**config.mk**
```make
export PLATFORM = sky130hd
export DESIGN_NAME = srs_ref_selector
export DESIGN_NICKNAME = d
export VERILOG_FILES = /design/src/shared/srs_pkg.sv /design/src/srs_ref_selector.sv /design/src/srs_input_mon.sv
export VERILOG_INCLUDE_DIRS = /design/src /design/src/shared
export SDC_FILE = /design/constraint.sdc
export NUM_CORES = 1
export LEC_CHECK = 0
export BUFFER_PORTS_ARGS = -buffer_cell sky130_fd_sc_hd__buf_2
export CAP_MARGIN = 20
export CORE_MARGIN = 2
export CORE_UTILIZATION = 40
export DETAILED_ROUTE_END_ITERATION = 7
export MAX_ROUTING_LAYER = met4
export SETUP_SLACK_MARGIN = 0.5
export SKIP_LAST_GASP = 1
export SLEW_MARGIN = 30
export SYNTH_ARGS = -nofsm -noshare
export SYNTH_HDL_FRONTEND = slang
export SYNTH_SLANG_ARGS = --single-unit
```
**constraint.sdc**
```tcl
create_clock -name core_clk_in -period 8.4 [get_ports core_clk_in]
set_clock_uncertainty 0.05 [all_clocks]
set_input_delay 1.26 -clock core_clk_in [delete_from_list [all_inputs] [get_ports core_clk_in]]
set_output_delay 1.26 -clock core_clk_in [all_outputs]
set_load 0.01 [all_outputs]
```
**src/shared/srs_map.svh**
```systemverilog
// constants for the subtending reference selector
`ifndef SRS_MAP_SVH
`define SRS_MAP_SVH
`define SRS_CLK_HZ          100000000
`define SRS_BPV_NOM_PER_S   8000
`define SRS_BPV_TOL_PCT     10
`define SRS_CC_HZ           64000
`define SRS_STEP_NS         100
`define SRS_STEP_MAX        4'hA
`define SRS_STEP_DEF        4'h1
`define SRS_LOS_PERIODS     16
`define SRS_ALIGN_TOL       16
`endif

```
**src/shared/srs_pkg.sv**
```systemverilog
// types for the subtending reference selector
package srs_pkg;
    typedef enum logic [1:0] {
        SRS_MODE_NORMAL,
        SRS_MODE_SUB,
        SRS_MODE_JAPAN
    } srs_mode_t;
    typedef enum logic [1:0] {
        SRS_SRC_LOCKED,
        SRS_SRC_HOLDOVER,
        SRS_SRC_BYPASS
    } srs_src_t;
endpackage : srs_pkg

```
**src/srs_ref_selector.sv**
```systemverilog
// reference selector and phase alignment for subtending operation
`timescale 1ns/1ps
`include "srs_map.svh"
// Contract
// RULE_01: subtending mode takes only standard composite inputs as references.
// RULE_02: japan mode takes only japan inputs; outputs align to 4 kHz clock.
// RULE_03: non-composite inputs are monitored only, never chosen as reference.
// RULE_04: choose highest priority valid composite input as active reference.
// RULE_05: on loss switch by priority; outputs follow the new reference.
// RULE_06: all invalid: hold last alignment, frequency from holdover values.
// RULE_07: on recovery after total loss realign outputs at once.
// RULE_08: input invalid when in loss of signal or bad violation rate.
// RULE_09: loss of signal when the 64 kHz clock cannot be tracked.
// RULE_10: violation rate bad when off nominal 8000/s by over 10 percent.
// RULE_11: phase alignment signal derived from selected input violations.
// RULE_12: selected input yields 4 kHz alignment clock for output units.
// RULE_13: phase against local oscillator steers frequency and holdover value.
// RULE_14: warn when secondary violation alignment differs from the selected.
// RULE_15: a valid composite input must be present when subtending starts.
// RULE_16: both manual and automatic reference selection are supported.
// RULE_17: repeated switching must not accumulate phase or frequency error.
// RULE_18: both clock units failed: bypass the reference input to outputs.
// RULE_19: mode command sets normal, sub or japan; empty command only reports.
// RULE_20: phase step sync takes 1 to 10 steps of 100 ns, default one.
// RULE_21: sync only in subtending mode; interrupt offers stay or leave.
// RULE_22: mode changes may cause a momentary output phase transient.
module srs_ref_selector #(
    parameter int N_IN   = 2,               // composite inputs, 0 = top prio
    parameter int CLK_HZ = `SRS_CLK_HZ      // core clock rate
) (
    input  wire logic            core_clk_in,     // core clock, 100 MHz
    input  wire logic            rst_in,          // sync reset, active high
    input  wire logic [N_IN-1:0] cc_in,           // composite clock pins
    input  wire logic [N_IN-1:0] bpv_in,          // violation marker pins
    input  wire logic [N_IN-1:0] is_japan_in,     // input is japan type
    input  wire logic            ds1_in,          // monitor-only input pin
    input  wire logic            mode_cmd_in,     // mode command pulse
    input  wire logic            mode_arg_in,     // command carries argument
    input  srs_pkg::srs_mode_t   mode_val_in,     // requested mode
    input  wire logic            manual_in,       // manual selection
    input  wire logic [7:0]      manual_sel_in,   // manual input index
    input  wire logic [1:0]      clk_unit_ok_in,  // clock units healthy
    input  wire logic [15:0]     osc_phase_in,    // local oscillator phase
    input  wire logic            sync_cmd_in,     // phase step sync pulse
    input  wire logic [3:0]      sync_steps_in,   // 0 = default one step
    input  wire logic            sync_abort_in,   // interrupt request
    input  wire logic            sync_stay_in,    // stay after interrupt
    output srs_pkg::srs_mode_t   mode_out,        // present mode
    output logic                 mode_rpt_out,    // mode report pulse
    output logic                 mode_rej_out,    // start refused, pulse
    output logic [7:0]           sel_out,         // active reference index
    output logic                 ref_ok_out,      // a reference is active
    output srs_pkg::srs_src_t    src_out,         // locked/holdover/bypass
    output logic                 align_out,       // phase alignment pulse
    output logic                 clk4k_out,       // 4 kHz alignment clock
    output logic                 bypass_clk_out,  // reference passed through
    output logic signed [16:0]   freq_err_out,    // phase error to loop
    output logic signed [16:0]   holdover_out,    // learned holdover value
    output logic                 phase_warn_out,  // references misaligned
    output logic                 ds1_mon_out,     // ds1 activity seen
    output logic                 sync_busy_out,   // sync in progress
    output logic                 sync_ask_out,    // stay/leave prompt
    output logic                 step_pulse_out,  // one 100 ns step pulse
    output logic                 sync_rej_out,    // sync refused, pulse
    output logic [15:0]          offset_ns_out    // oscillator offset, ns
);
    typedef enum logic [1:0] {
        SRS_SY_IDLE,
        SRS_SY_STEP,
        SRS_SY_ASK
    } srs_sync_st_t;

    logic [N_IN-1:0] val_w;
    logic [N_IN-1:0] evt_w;
    logic [15:0]     ph_w [N_IN];
    logic [N_IN-1:0] elig_w;
    logic [N_IN-1:0] ok_w;

    srs_pkg::srs_mode_t mode_r;
    logic [7:0]      sel_r;
    logic            ref_ok_r;
    logic            was_lost_r;
    logic            align_r;
    logic            c4k_r;
    logic signed [16:0] ferr_r;
    logic signed [16:0] hold_r;
    logic            warn_r;
    logic            rpt_r;
    logic            rej_r;
    logic [2:0]      ds_s_r;
    logic            ds_r;
    srs_sync_st_t    sy_r;
    logic [3:0]      sy_left_r;
    logic            step_r;
    logic            srej_r;
    logic [15:0]     off_r;

    genvar gi;
    generate
        for (gi = 0; gi < N_IN; gi++) begin : g_mon
            srs_input_mon #(.CLK_HZ(CLK_HZ)) u_mon (
                .core_clk_in  (core_clk_in),
                .rst_in       (rst_in),
                .cc_in        (cc_in[gi]),
                .bpv_in       (bpv_in[gi]),
                .valid_out    (val_w[gi]),
                .los_out      (),
                .bpv_bad_out  (),
                .bpv_evt_out  (evt_w[gi]),
                .bpv_phase_out(ph_w[gi])
            );
        end
    endgenerate

    // ****************************************************************
    // candidate selection
    // ****************************************************************
    wire is_sub = (mode_r != srs_pkg::SRS_MODE_NORMAL);
    assign elig_w = (mode_r == srs_pkg::SRS_MODE_JAPAN) ? is_japan_in
                  : ~is_japan_in;                           // RULE_01 RULE_02
    assign ok_w   = is_sub ? (val_w & elig_w) : val_w;      // RULE_03

    function automatic logic [8:0] pick_first(input logic [N_IN-1:0] v);
        logic [8:0] r;
        r = 9'h000;
        for (int i = N_IN - 1; i >= 0; i--) begin
            if (v[i]) begin
                r = {1'b1, 8'(i)};
            end
        end
        return r;
    endfunction : pick_first

    wire [8:0] auto_pick = pick_first(ok_w);                // RULE_04
    wire       man_ok    = (manual_sel_in < 8'(N_IN)) &&
                           ok_w[manual_sel_in[$clog2(N_IN)-1:0]];
    // a manual pick that goes invalid falls back to priority order
    wire [8:0] pick      = (manual_in && man_ok) ? {1'b1, manual_sel_in}
                         : auto_pick;                       // RULE_16
    wire       sync_lock = (sy_r != SRS_SY_IDLE);
    wire [7:0] sel_nxt   = (sync_lock && ok_w[sel_r[$clog2(N_IN)-1:0]])
                         ? sel_r : pick[7:0];               // RULE_21
    wire       any_ok    = pick[8];
    wire       bypass    = (clk_unit_ok_in == 2'b00);

    always_ff @(posedge core_clk_in) begin
        if (rst_in) begin
            sel_r      <= 8'h00;
            ref_ok_r   <= 1'b0;
            was_lost_r <= 1'b1;
        end else begin
            ref_ok_r <= any_ok;
            if (any_ok) begin
                sel_r <= sel_nxt;                           // RULE_05
            end
            // sel_r kept while lost: outputs free-run on holdover
            was_lost_r <= ~any_ok;                          // RULE_06
        end
    end

    // ****************************************************************
    // phase alignment and 4 kHz clock
    // ****************************************************************
    wire [$clog2(N_IN)-1:0] si = sel_r[$clog2(N_IN)-1:0];
    wire sel_evt  = ref_ok_r && evt_w[si];
    wire realign  = any_ok && was_lost_r;                   // RULE_07

    // alignment re-derived on each marker so no error builds up
    always_ff @(posedge core_clk_in) begin
        if (rst_in) begin
            align_r <= 1'b0;
            c4k_r   <= 1'b0;
        end else begin
            align_r <= sel_evt | realign;                   // RULE_11 RULE_17
            if (sel_evt) begin
                c4k_r <= ~c4k_r;                            // RULE_12
            end
        end
    end

    // ****************************************************************
    // frequency steering and holdover
    // ****************************************************************
    wire signed [16:0] perr = $signed({1'b0, ph_w[si]}) -
                              $signed({1'b0, osc_phase_in});
    always_ff @(posedge core_clk_in) begin
        if (rst_in) begin
            ferr_r <= 17'sh00000;
            hold_r <= 17'sh00000;
        end else if (ref_ok_r && sel_evt) begin
            ferr_r <= perr;                                 // RULE_13
            hold_r <= hold_r + ((perr - hold_r) >>> 4);
        end else if (!ref_ok_r) begin
            ferr_r <= hold_r;                               // RULE_06
        end
    end

    // ****************************************************************
    // secondary alignment check
    // ****************************************************************
    function automatic logic far_off(input logic [15:0] a,
                                     input logic [15:0] b);
        logic [15:0] d;
        d = (a > b) ? a - b : b - a;
        return d > 16'(`SRS_ALIGN_TOL);
    endfunction : far_off

    // an aligned secondary has counted as many cycles since its last
    // marker as the selected input has at the selected marker
    logic warn_w;
    always_comb begin
        warn_w = 1'b0;
        for (int i = 0; i < N_IN; i++) begin
            if (ok_w[i] && (8'(i) != sel_r) && ref_ok_r &&
                evt_w[si] && far_off(ph_w[i], ph_w[si])) begin
                warn_w = 1'b1;                              // RULE_14
            end
        end
    end

    always_ff @(posedge core_clk_in) begin
        if (rst_in) begin
            warn_r <= 1'b0;
        end else if (sel_evt) begin
            warn_r <= warn_w;
        end
    end

    // ****************************************************************
    // mode command
    // ****************************************************************
    wire to_sub   = mode_arg_in &&
                    (mode_val_in != srs_pkg::SRS_MODE_NORMAL);
    wire mode_bad = mode_cmd_in && to_sub && !any_ok;       // RULE_15
    always_ff @(posedge core_clk_in) begin
        if (rst_in) begin
            mode_r <= srs_pkg::SRS_MODE_NORMAL;
            rpt_r  <= 1'b0;
            rej_r  <= 1'b0;
        end else begin
            rpt_r <= mode_cmd_in && !mode_arg_in;           // RULE_19
            rej_r <= mode_bad;
            // no output squelch: a mode change may glitch the phase
            if (mode_cmd_in && mode_arg_in && !mode_bad && !sync_lock) begin
                mode_r <= mode_val_in;                      // RULE_22
            end
        end
    end

    // ****************************************************************
    // ds1 monitoring
    // ****************************************************************
    always_ff @(posedge core_clk_in) begin
        ds_s_r <= {ds_s_r[1:0], ds1_in};
    end
    always_ff @(posedge core_clk_in) begin
        if (rst_in) begin
            ds_r <= 1'b0;
        end else begin
            ds_r <= ds_s_r[1] ^ ds_s_r[2];                  // RULE_03
        end
    end

    // ****************************************************************
    // phase step sync
    // ****************************************************************
    wire [3:0] steps = (sync_steps_in == 4'h0) ? `SRS_STEP_DEF
                     : sync_steps_in;
    wire sync_ok = is_sub && (steps <= `SRS_STEP_MAX);      // RULE_20
    always_ff @(posedge core_clk_in) begin
        if (rst_in) begin
            sy_r      <= SRS_SY_IDLE;
            sy_left_r <= 4'h0;
            step_r    <= 1'b0;
            srej_r    <= 1'b0;
            off_r     <= 16'h0000;
        end else begin
            step_r <= 1'b0;
            srej_r <= 1'b0;
            case (sy_r)
                SRS_SY_IDLE: begin
                    if (sync_cmd_in && sync_ok) begin
                        sy_r      <= SRS_SY_STEP;
                        sy_left_r <= steps;
                    end else if (sync_cmd_in) begin
                        srej_r <= 1'b1;                     // RULE_21
                    end
                end
                SRS_SY_STEP: begin
                    if (sync_abort_in) begin
                        sy_r <= SRS_SY_ASK;                 // RULE_21
                    end else if (sy_left_r == 4'h0) begin
                        sy_r <= SRS_SY_IDLE;
                    end else if (sel_evt) begin
                        step_r    <= 1'b1;
                        sy_left_r <= sy_left_r - 4'h1;
                        off_r     <= off_r + 16'(`SRS_STEP_NS); // RULE_20
                    end
                end
                SRS_SY_ASK: begin
                    if (sync_stay_in) begin
                        sy_r <= SRS_SY_STEP;
                    end else if (sync_abort_in) begin
                        sy_r <= SRS_SY_IDLE;
                    end
                end
                default: sy_r <= SRS_SY_IDLE;
            endcase
        end
    end

    assign mode_out       = mode_r;
    assign mode_rpt_out   = rpt_r;
    assign mode_rej_out   = rej_r;
    assign sel_out        = sel_r;
    assign ref_ok_out     = ref_ok_r;
    assign src_out        = bypass ? srs_pkg::SRS_SRC_BYPASS
                          : ref_ok_r ? srs_pkg::SRS_SRC_LOCKED
                          : srs_pkg::SRS_SRC_HOLDOVER;      // RULE_06 RULE_18
    assign bypass_clk_out = bypass && ref_ok_r && cc_in[si]; // RULE_18
    assign align_out      = align_r;
    assign clk4k_out      = c4k_r;
    assign freq_err_out   = ferr_r;
    assign holdover_out   = hold_r;
    assign phase_warn_out = warn_r;
    assign ds1_mon_out    = ds_r;
    assign sync_busy_out  = sync_lock;
    assign sync_ask_out   = (sy_r == SRS_SY_ASK);
    assign step_pulse_out = step_r;
    assign sync_rej_out   = srej_r;
    assign offset_ns_out  = off_r;

    a_sel_valid : assert property (@(posedge core_clk_in) disable iff (rst_in)
        ref_ok_r && !sync_lock |-> ok_w[si] || !any_ok || $changed(ok_w))
        else $error("active reference is not valid"); // RULE_04
    a_recover : assert property (@(posedge core_clk_in) disable iff (rst_in)
        !ref_ok_r ##1 ref_ok_r |-> align_r)  // RULE_07
        else $error("no realign after recovery");
    a_mode_rej : assert property (@(posedge core_clk_in) disable iff (rst_in)
        mode_bad |=> mode_rej_out && $stable(mode_r))  // RULE_15
        else $error("subtending start without reference");
    a_mode_rpt : assert property (@(posedge core_clk_in) disable iff (rst_in)
        mode_cmd_in && !mode_arg_in |=> mode_rpt_out && $stable(mode_r))
        else $error("bare mode command changed mode"); // RULE_19
    a_sync_rej : assert property (@(posedge core_clk_in) disable iff (rst_in)
        sync_cmd_in && !is_sub && !sync_lock |=> sync_rej_out && !sync_lock)
        else $error("sync accepted outside subtending"); // RULE_21
    a_step_size : assert property (@(posedge core_clk_in) disable iff (rst_in)
        step_r |-> off_r == $past(off_r) + 16'h0064)  // RULE_20
        else $error("step not 100 ns");
    a_bypass : assert property (@(posedge core_clk_in) disable iff (rst_in)
        clk_unit_ok_in == 2'b00 |-> src_out == srs_pkg::SRS_SRC_BYPASS)
        else $error("no bypass with both units down"); // RULE_18
    a_holdover : assert property (@(posedge core_clk_in) disable iff (rst_in)
        !ref_ok_r ##1 !ref_ok_r |-> ferr_r == hold_r && !align_r)
        else $error("holdover not used"); // RULE_06
endmodule : srs_ref_selector

```
**src/srs_input_mon.sv**
```systemverilog
// per-input monitor: loss of signal and violation rate check
`timescale 1ns/1ps
`include "srs_map.svh"
module srs_input_mon #(
    parameter int CLK_HZ = `SRS_CLK_HZ
) (
    input  wire logic        core_clk_in,   // core clock
    input  wire logic        rst_in,        // sync reset
    input  wire logic        cc_in,         // composite clock pin
    input  wire logic        bpv_in,        // violation marker pin
    output logic             valid_out,     // input judged valid
    output logic             los_out,       // loss of signal
    output logic             bpv_bad_out,   // rate out of tolerance
    output logic             bpv_evt_out,   // violation edge pulse
    output logic [15:0]      bpv_phase_out  // count since last marker
);
    localparam int LOS_CYC = (CLK_HZ / `SRS_CC_HZ) * `SRS_LOS_PERIODS;
    localparam int BPV_LO  = `SRS_BPV_NOM_PER_S
                           * (100 - `SRS_BPV_TOL_PCT) / 100;
    localparam int BPV_HI  = `SRS_BPV_NOM_PER_S
                           * (100 + `SRS_BPV_TOL_PCT) / 100;
    localparam int SEC_CYC = CLK_HZ;

    logic [2:0]  cc_s_r;
    logic [2:0]  bv_s_r;
    logic [15:0] los_cnt_r;
    logic [31:0] sec_cnt_r;
    logic [15:0] bpv_cnt_r;
    logic        bpv_bad_r;
    logic [15:0] ph_r;
    wire         cc_edge;
    wire         bv_edge;
    wire         sec_end;

    // stage 0 feeds only stage 1
    assign cc_edge = cc_s_r[1] & ~cc_s_r[2];
    assign bv_edge = bv_s_r[1] & ~bv_s_r[2];
    assign sec_end = (sec_cnt_r == 32'(SEC_CYC - 1));

    always_ff @(posedge core_clk_in) begin
        cc_s_r <= {cc_s_r[1:0], cc_in};
        bv_s_r <= {bv_s_r[1:0], bpv_in};
    end

    always_ff @(posedge core_clk_in) begin
        if (rst_in) begin
            los_cnt_r <= 16'h0000;
            sec_cnt_r <= 32'h0000_0000;
            bpv_cnt_r <= 16'h0000;
            bpv_bad_r <= 1'b1;
            ph_r      <= 16'h0000;
        end else begin
            if (cc_edge) begin
                los_cnt_r <= 16'h0000;
            end else if (los_cnt_r != 16'(LOS_CYC)) begin
                los_cnt_r <= los_cnt_r + 16'h0001;  // RULE_09
            end
            sec_cnt_r <= sec_end ? 32'h0000_0000 : sec_cnt_r + 32'h1;
            if (sec_end) begin
                bpv_cnt_r <= 16'h0000;
                bpv_bad_r <= (bpv_cnt_r < 16'(BPV_LO)) ||
                             (bpv_cnt_r > 16'(BPV_HI));  // RULE_10
            end else if (bv_edge) begin
                bpv_cnt_r <= bpv_cnt_r + 16'h0001;
            end
            ph_r <= bv_edge ? 16'h0000 : ph_r + 16'h0001;
        end
    end

    assign los_out       = (los_cnt_r == 16'(LOS_CYC));
    assign bpv_bad_out   = bpv_bad_r;
    assign valid_out     = ~los_out & ~bpv_bad_r;  // RULE_08
    assign bpv_evt_out   = bv_edge;
    assign bpv_phase_out = ph_r;

    a_los_valid : assert property (@(posedge core_clk_in) disable iff (rst_in)
        los_out |-> !valid_out)  // RULE_08
        else $error("valid while in loss of signal");
    a_los_clear : assert property (@(posedge core_clk_in) disable iff (rst_in)
        cc_edge |=> !los_out)  // RULE_09
        else $error("loss not cleared by clock edge");
endmodule : srs_input_mon

```
; After elaboration in Yosys (flattened, before gate mapping)
; Cells that the tools add are included.
; Widths: inputs -> output; s select.
[word_totals]
inputBits = 47
output_inout_bits = 74
wordCells = 195
reg_bits = 253
[op_classes]
add_sub_neg = 17
n_eq_ne = 17
reduce_logical = 52
bitwise = 26
mux = 38
magnitude_cmp = 13
[ops]
columns = cell, n
row1 = $add 16x1->16 const B, 6
row2 = $mux 16, 5
row3 = $add 32x1->32 const B, 2
row4 = $eq 32x27->1 const B, 2
row5 = $sub 16x16->16, 4
row6 = $mux 17, 2
row7 = $eq 16x15->1 const B, 2
row8 = $gt 16x14->1 const B, 2
row9 = $gt 16x16->1, 2
row10 = $gt 16x5->1 const B, 2
row11 = $lt 16x13->1 const B, 2
row12 = $ne 16x15->1 const B, 2
row13 = $mux 9, 3
row14 = $logic_and 1x1->1, 25
row15 = $mux 4, 5
row16 = $add 17x13->17, 1
row17 = $sub 16x16->17, 1
row18 = $sub 17x17->17, 1
row19 = $add 16x7->16 const B, 1
row20 = $mux 2, 8
row21 = $not 1->1, 15
row22 = $mux 1, 13
row23 = $reduce_or 2->1, 6
row24 = $logic_not 4->1, 2
row25 = 30 further kinds, 49

; Longest topological paths before layout
[logic_depth]
word_depth = 15
depth_mapped = 29

; Cells and area by module
; From an unflattened synthesis, not the netlist that was laid out.
[unflattened]
hier_cells = 2028
area_unflattened_um2 = 16250.6
[modules_own_cells]
columns = module, area_per_inst_um2, instances, cells_each
row1 = srs_ref_selector, 8410.6, 1, 1122
row2 = srs_input_mon, 3920.0, 2, 453

; Worst setup path after synthesis
; Ideal clock, no wire load.
[synth_timing]
path_type = register to register
start = reg sel_r[0], in the netlist sel_out[0]
end = reg hold_r[16], in the netlist holdover_out[16]
path_buffers = 1
path_stages_with_launch = 28
setup_slack_ps = 2204
t_required_ps = 8264
arrival_time_ps = 6061
path_cell_list = dfxtp_1 > clkbuf_1 > nand2_1 > a21boi_0 > inv_1 > fa_1 > a21oi_1 > nor2_1 > or3_1 > nor2b_1 > ha_1 > a21o_1 > a221o_1 > a31oi_1 > o211ai_1 > or2_2 > a21o_1 > xor2_1 > ha_1 > and2_1 > o21ai_0 > o31ai_1 > nor2b_1 > nor2_1 > a31oi_1 > o21ai_0 > xnor2_1 > a211oi_1
[synth_via]
elab_chain_len = 7
word_cells_on_any_way = 11
classes_between = add/sub (3) / mux (5) / bitwise (1) / reduce/logical (2)
[synth_lines]
columns = item, line_no
row1 = from (decl), srs_ref_selector.sv:80  ; logic [7:0] sel_r;
row2 = from (signal assigned), srs_ref_selector.sv:154  ; sel_r <= sel_nxt;
row3 = $not 1->2 (implied by the code), srs_ref_selector.sv:184  ; wire signed [16:0] perr = $signed({1'b0, ph_w[si]}) -
row4 = $mux 16 (implied by the code) (3 in a row), srs_ref_selector.sv:184
row5 = $sub 16x16->17, srs_ref_selector.sv:184
row6 = $sub 17x17->17, srs_ref_selector.sv:192  ; hold_r <= hold_r + ((perr - hold_r) >>> 4);
row7 = $add 17x13->17, srs_ref_selector.sv:192
row8 = to (signal assigned), srs_ref_selector.sv:192
row9 = to (decl), srs_ref_selector.sv:86  ; logic signed [16:0] hold_r;
; Parallel ways exist; a longest one is shown, timed or not. The select of a mux whose other input is x is not followed.
; A chain may end at the register's enable or synchronous reset.

; Worst setup path after layout
; Ends and elaborated chain as after synthesis.

==> flow_summary.json <==
{
  "crit_slowest_cell": "a21boi_0",
  "crit_fanout": 18,
  "maxCapViolCount": 0,
  "ys_dominant_reg_cell": "dfxtp_1",
  "critPathTopFamily": "compound AO/OA/AOI/OAI gates",
  "antenna_left": 0,
  "synth_top_family_by_area": "simple AND/OR/NAND/NOR gates",
  "ctsHoldBuffers": 0,
  "num_rows": 72,
  "yosysTopAreaCell": "dfxtp_1",
  "antenna_found_initial": 0,
  "synth-compound-area-share": 0.144,
  "final-seq-area_mm2": 0.00502,
  "async_reset_ff_frac": 0,
  "place_area_mm2": 0.0166,
  "finalNonFillerCells": 2579,
  "arrival_ps": 7560,
  "vias_per_cell": 5.22,
  "portBuffers": 118,
  "relSlewSlack": 0.396,
  "timing.setup.tns_ps": 0,
  "drv_slew": 0,
  "powerDensity_mw_per_mm2": 165,
  "grt_max_degree": 79,
  "synth_seq_cells": 251,
  "place_inst": 2526,
  "hold_start": "g_mon[0].u_mon.cc_s_r[0]",
  "drc": 0,
  "synth_common_cells": "nor2_1, dfxtp_1, nand2_1, inv_1, ha_1",
  "fin_crit_ps": 7140,
  "area_delta_synth_final_pct": 12.8,
  "first_pass_iters": 5,
  "critical_path_buf_inv_count": 2,
  "fin_area_mm2": 0.0177,
  "clock-sinks": 251,
  "max_freq_mhz": 140,
  "synthAdderAreaFrac": 0.107,
  "required_ps": 8820,
  "synth_cell_types": 73,
  "yosysWarnings": 0,
  "postCtsSetupBuffers": 0,
  "wl_um": 38400,
  "synth.most_common_cell": "nor2_1",
  "multi_input_area_mm2": 0.00986,
  "drt-initial-drc-count": 727,
  "power_w": 0.00292,
  "synth_simple_gate_area_share": 0.238,
  "cpMostUsedCell": "ha_1",
  "reg2regPathDepth": 27,
  "place.gp.congestion": 0.900,
  "htreeDepth": 1,
  "status": "completed",
  "grt_pass1_vias": 12961,
  "startpoint_type": "flop",
  "worstReg2RegStart": "sel_out[0]",
  "design.core.area_mm2": 0.0386,
  "worstHoldEndpoint": "g_mon[0].u_mon.cc_s_r[1]",
  "p_leak_nw": 7.35,
  "tightest_slew_ps": 905,
  "synth.top_cell.area_share": 0.321,
  "rsz0062_at_grt": "no",
  "rrSetupSlack_ps": 1260,
  "syn_area_mm2": 0.0157,
  "gr-total-overflow": 0,
  "ys_seq_area_frac": 0.321,
  "vias": 13457,
  "avgSynthCellArea_um2": 8.02,
  "r2r_end": "holdover_out[16]",
  "synth-xor-area-share": 0.116,
  "clk_latency_ps": 570,
  "yosys-top-cells-area": "dfxtp_1, ha_1, nor2_1, xor2_1, xnor2_1",
  "cts_tree": "yes",
  "final_core_util": 0.457,
  "cts_buffer_depth": 3,
  "criticalPathCategory": "flop to flop",
  "max_stage_delay_ps": 800,
  "clkTransAtPathRegs_ps": 60,
  "hold_viol_final": 0,
  "endpoint_kind": "flop",
  "setup_violations": 0,
  "grt_pass1_wl_um": 63800,
  "numCtsBuffers": 29,
  "die_area_mm2": 0.0407,
  "dp_hpwl_um": 29000,
  "diodes": 0,
  "wl_per_cell_um": 14.9,
  "syn_inst": 1953,
  "hp-class": "flop to flop",
  "die_h_um": 202,
  "clock-root-buffer": "clkbuf_16",
  "die_w_um": 202,
  "fin_crit_sh": 0.850,
  "initial_core_util": 0.405,
  "cts_resized": 0,
  "hold_depth": 0,
  "muxShareOfSynthArea": 0.0245,
  "io_pins": 121,
  "grtUsageTotal": 0.191,
  "final_nets": 2216,
  "fillers": 3850,
  "synth_edf_count": 0,
  "vdd_drop_max_mv": 0.133,
  "drive_gt1_frac": 0.102
}
metrics by stage:
stage / setup slack [ps] / hold WS [ps]
final: 1260 / 276
after global routing: 668 / 278
after CTS: 1120 / 277
after detailed placement: 1170 / 264
after global placement: 1450 / 261
after floorplan: 2200 / 260
cells in the final DEF, fill, tap and decap left out, types with 5 or more instances in the layout:
master and count:
nor2_1 281, dfxtp_1 251, nand2_1 150, inv_1 127, ha_1 124, buf_2 118, a21oi_1 115, xor2_1 109
xnor2_1 99, nand3_1 80, o21ai_0 63, nor3_1 46, and3_1 36, nand4_1 31, mux2i_1 29, clkbuf_16 29
a21o_1 28, a211oi_1 26, and2_1 21, or3_1 21, a21boi_0 20, nor4_1 19, nor2b_1 18, nand2b_1 18
or2_2 16, and4_1 12, o21a_1 11, a31oi_1 10, o31ai_1 10, o211ai_1 8, o21bai_1 8, clkbuf_8 8
mux2_2 7, or4b_2 6, a311oi_1 6, fa_1 6, clkinv_2 6, nor3b_1 5, buf_4 5
worst max path at each step:
stage / start / end / slack (ps) / depth (start not counted)
4_1_cts: sel_out[0] / holdover_out[16] / 1120 / 28
3_5_place_dp: sel_out[0] / holdover_out[15] / 1170 / 28
6_report: sel_out[0] / holdover_out[16] / 1260 / 27
2_1_floorplan: sel_out[0] / holdover_out[16] / 2200 / 27
5_1_grt: sel_out[0] / holdover_out[15] / 670 / 28
3_3_place_gp: sel_out[0] / holdover_out[15] / 1450 / 28
final cells by class:
cell class              instances  share of cell area
repair buffers                123              0.0356
clock buffers                  41              0.0482
well taps                     518              0.0367
multi-input cells            1506               0.559
inverters                     128              0.0272
flip-flops and latches        251               0.285
clock inverters                12             0.00886
metal layers:
layer | GRT usage | share of wire
met3 | 0.0224 | 0.041
met4 | 0.0478 | 0.022
met1 | 0.258 | 0.49
met5 | - | 0
met2 | 0.303 | 0.45
kinds of logic (layout without fill, tap and decap cells):
family | after synthesis | count (layout)
adder cells (fa/ha/maj) | 130 | 130
AO/OA/AOI/OAI | 352 | 352
XOR/XNOR | 208 | 208
flip-flops | 251 | 251
AND/OR/NAND/NOR | 777 | 777
multiplexers | 37 | 37
buffers and inverters | 197 | 304
other | 1 | 2
state kept, by name (all words and copies together) (netlist names), 2 cells and up:
| register | cells |
|---|---|
| ds_s_r | 3 |
| freq_err_out | 17 |
| g_mon.u_mon.bpv_bad_out | 2 |
| g_mon.u_mon.bpv_cnt_r | 32 |
| g_mon.u_mon.bpv_phase_out | 32 |
| g_mon.u_mon.bv_s_r | 6 |
| g_mon.u_mon.cc_s_r | 6 |
| g_mon.u_mon.los_cnt_r | 32 |
| g_mon.u_mon.sec_cnt_r | 64 |
| holdover_out | 17 |
| mode_out | 2 |
| offset_ns_out | 14 |
| sel_out | 8 |
| sy_left_r | 4 |
| sy_r | 2 |
worst register-to-register path: stages, from the launching register on:
cell and delay [ps]:
dfxtp_1 330, clkinv_1 360, a21boi_0 800, ha_1 300, inv_1 60, fa_1 400, a21oi_1 140, nor2_1 70
or3_1 300, nor2b_1 150, ha_1 330, a21o_1 170, a221o_1 390, a31oi_1 330, o211ai_1 200, or2_2 330
a21o_1 190, xor2_1 140, ha_1 340, and2_1 190, o21ai_0 270, o31ai_1 180, nor2b_1 160, nor2_1 80
a31oi_1 260, o21ai_0 160, xnor2_1 140, a211oi_1 230
power by group:
group,internal [W],switching [W]
clock,0.000798,0.000516
combinational,0.000165,0.000221
sequential,0.00120,0.0000114
Power figures use the tool's default switching activity.
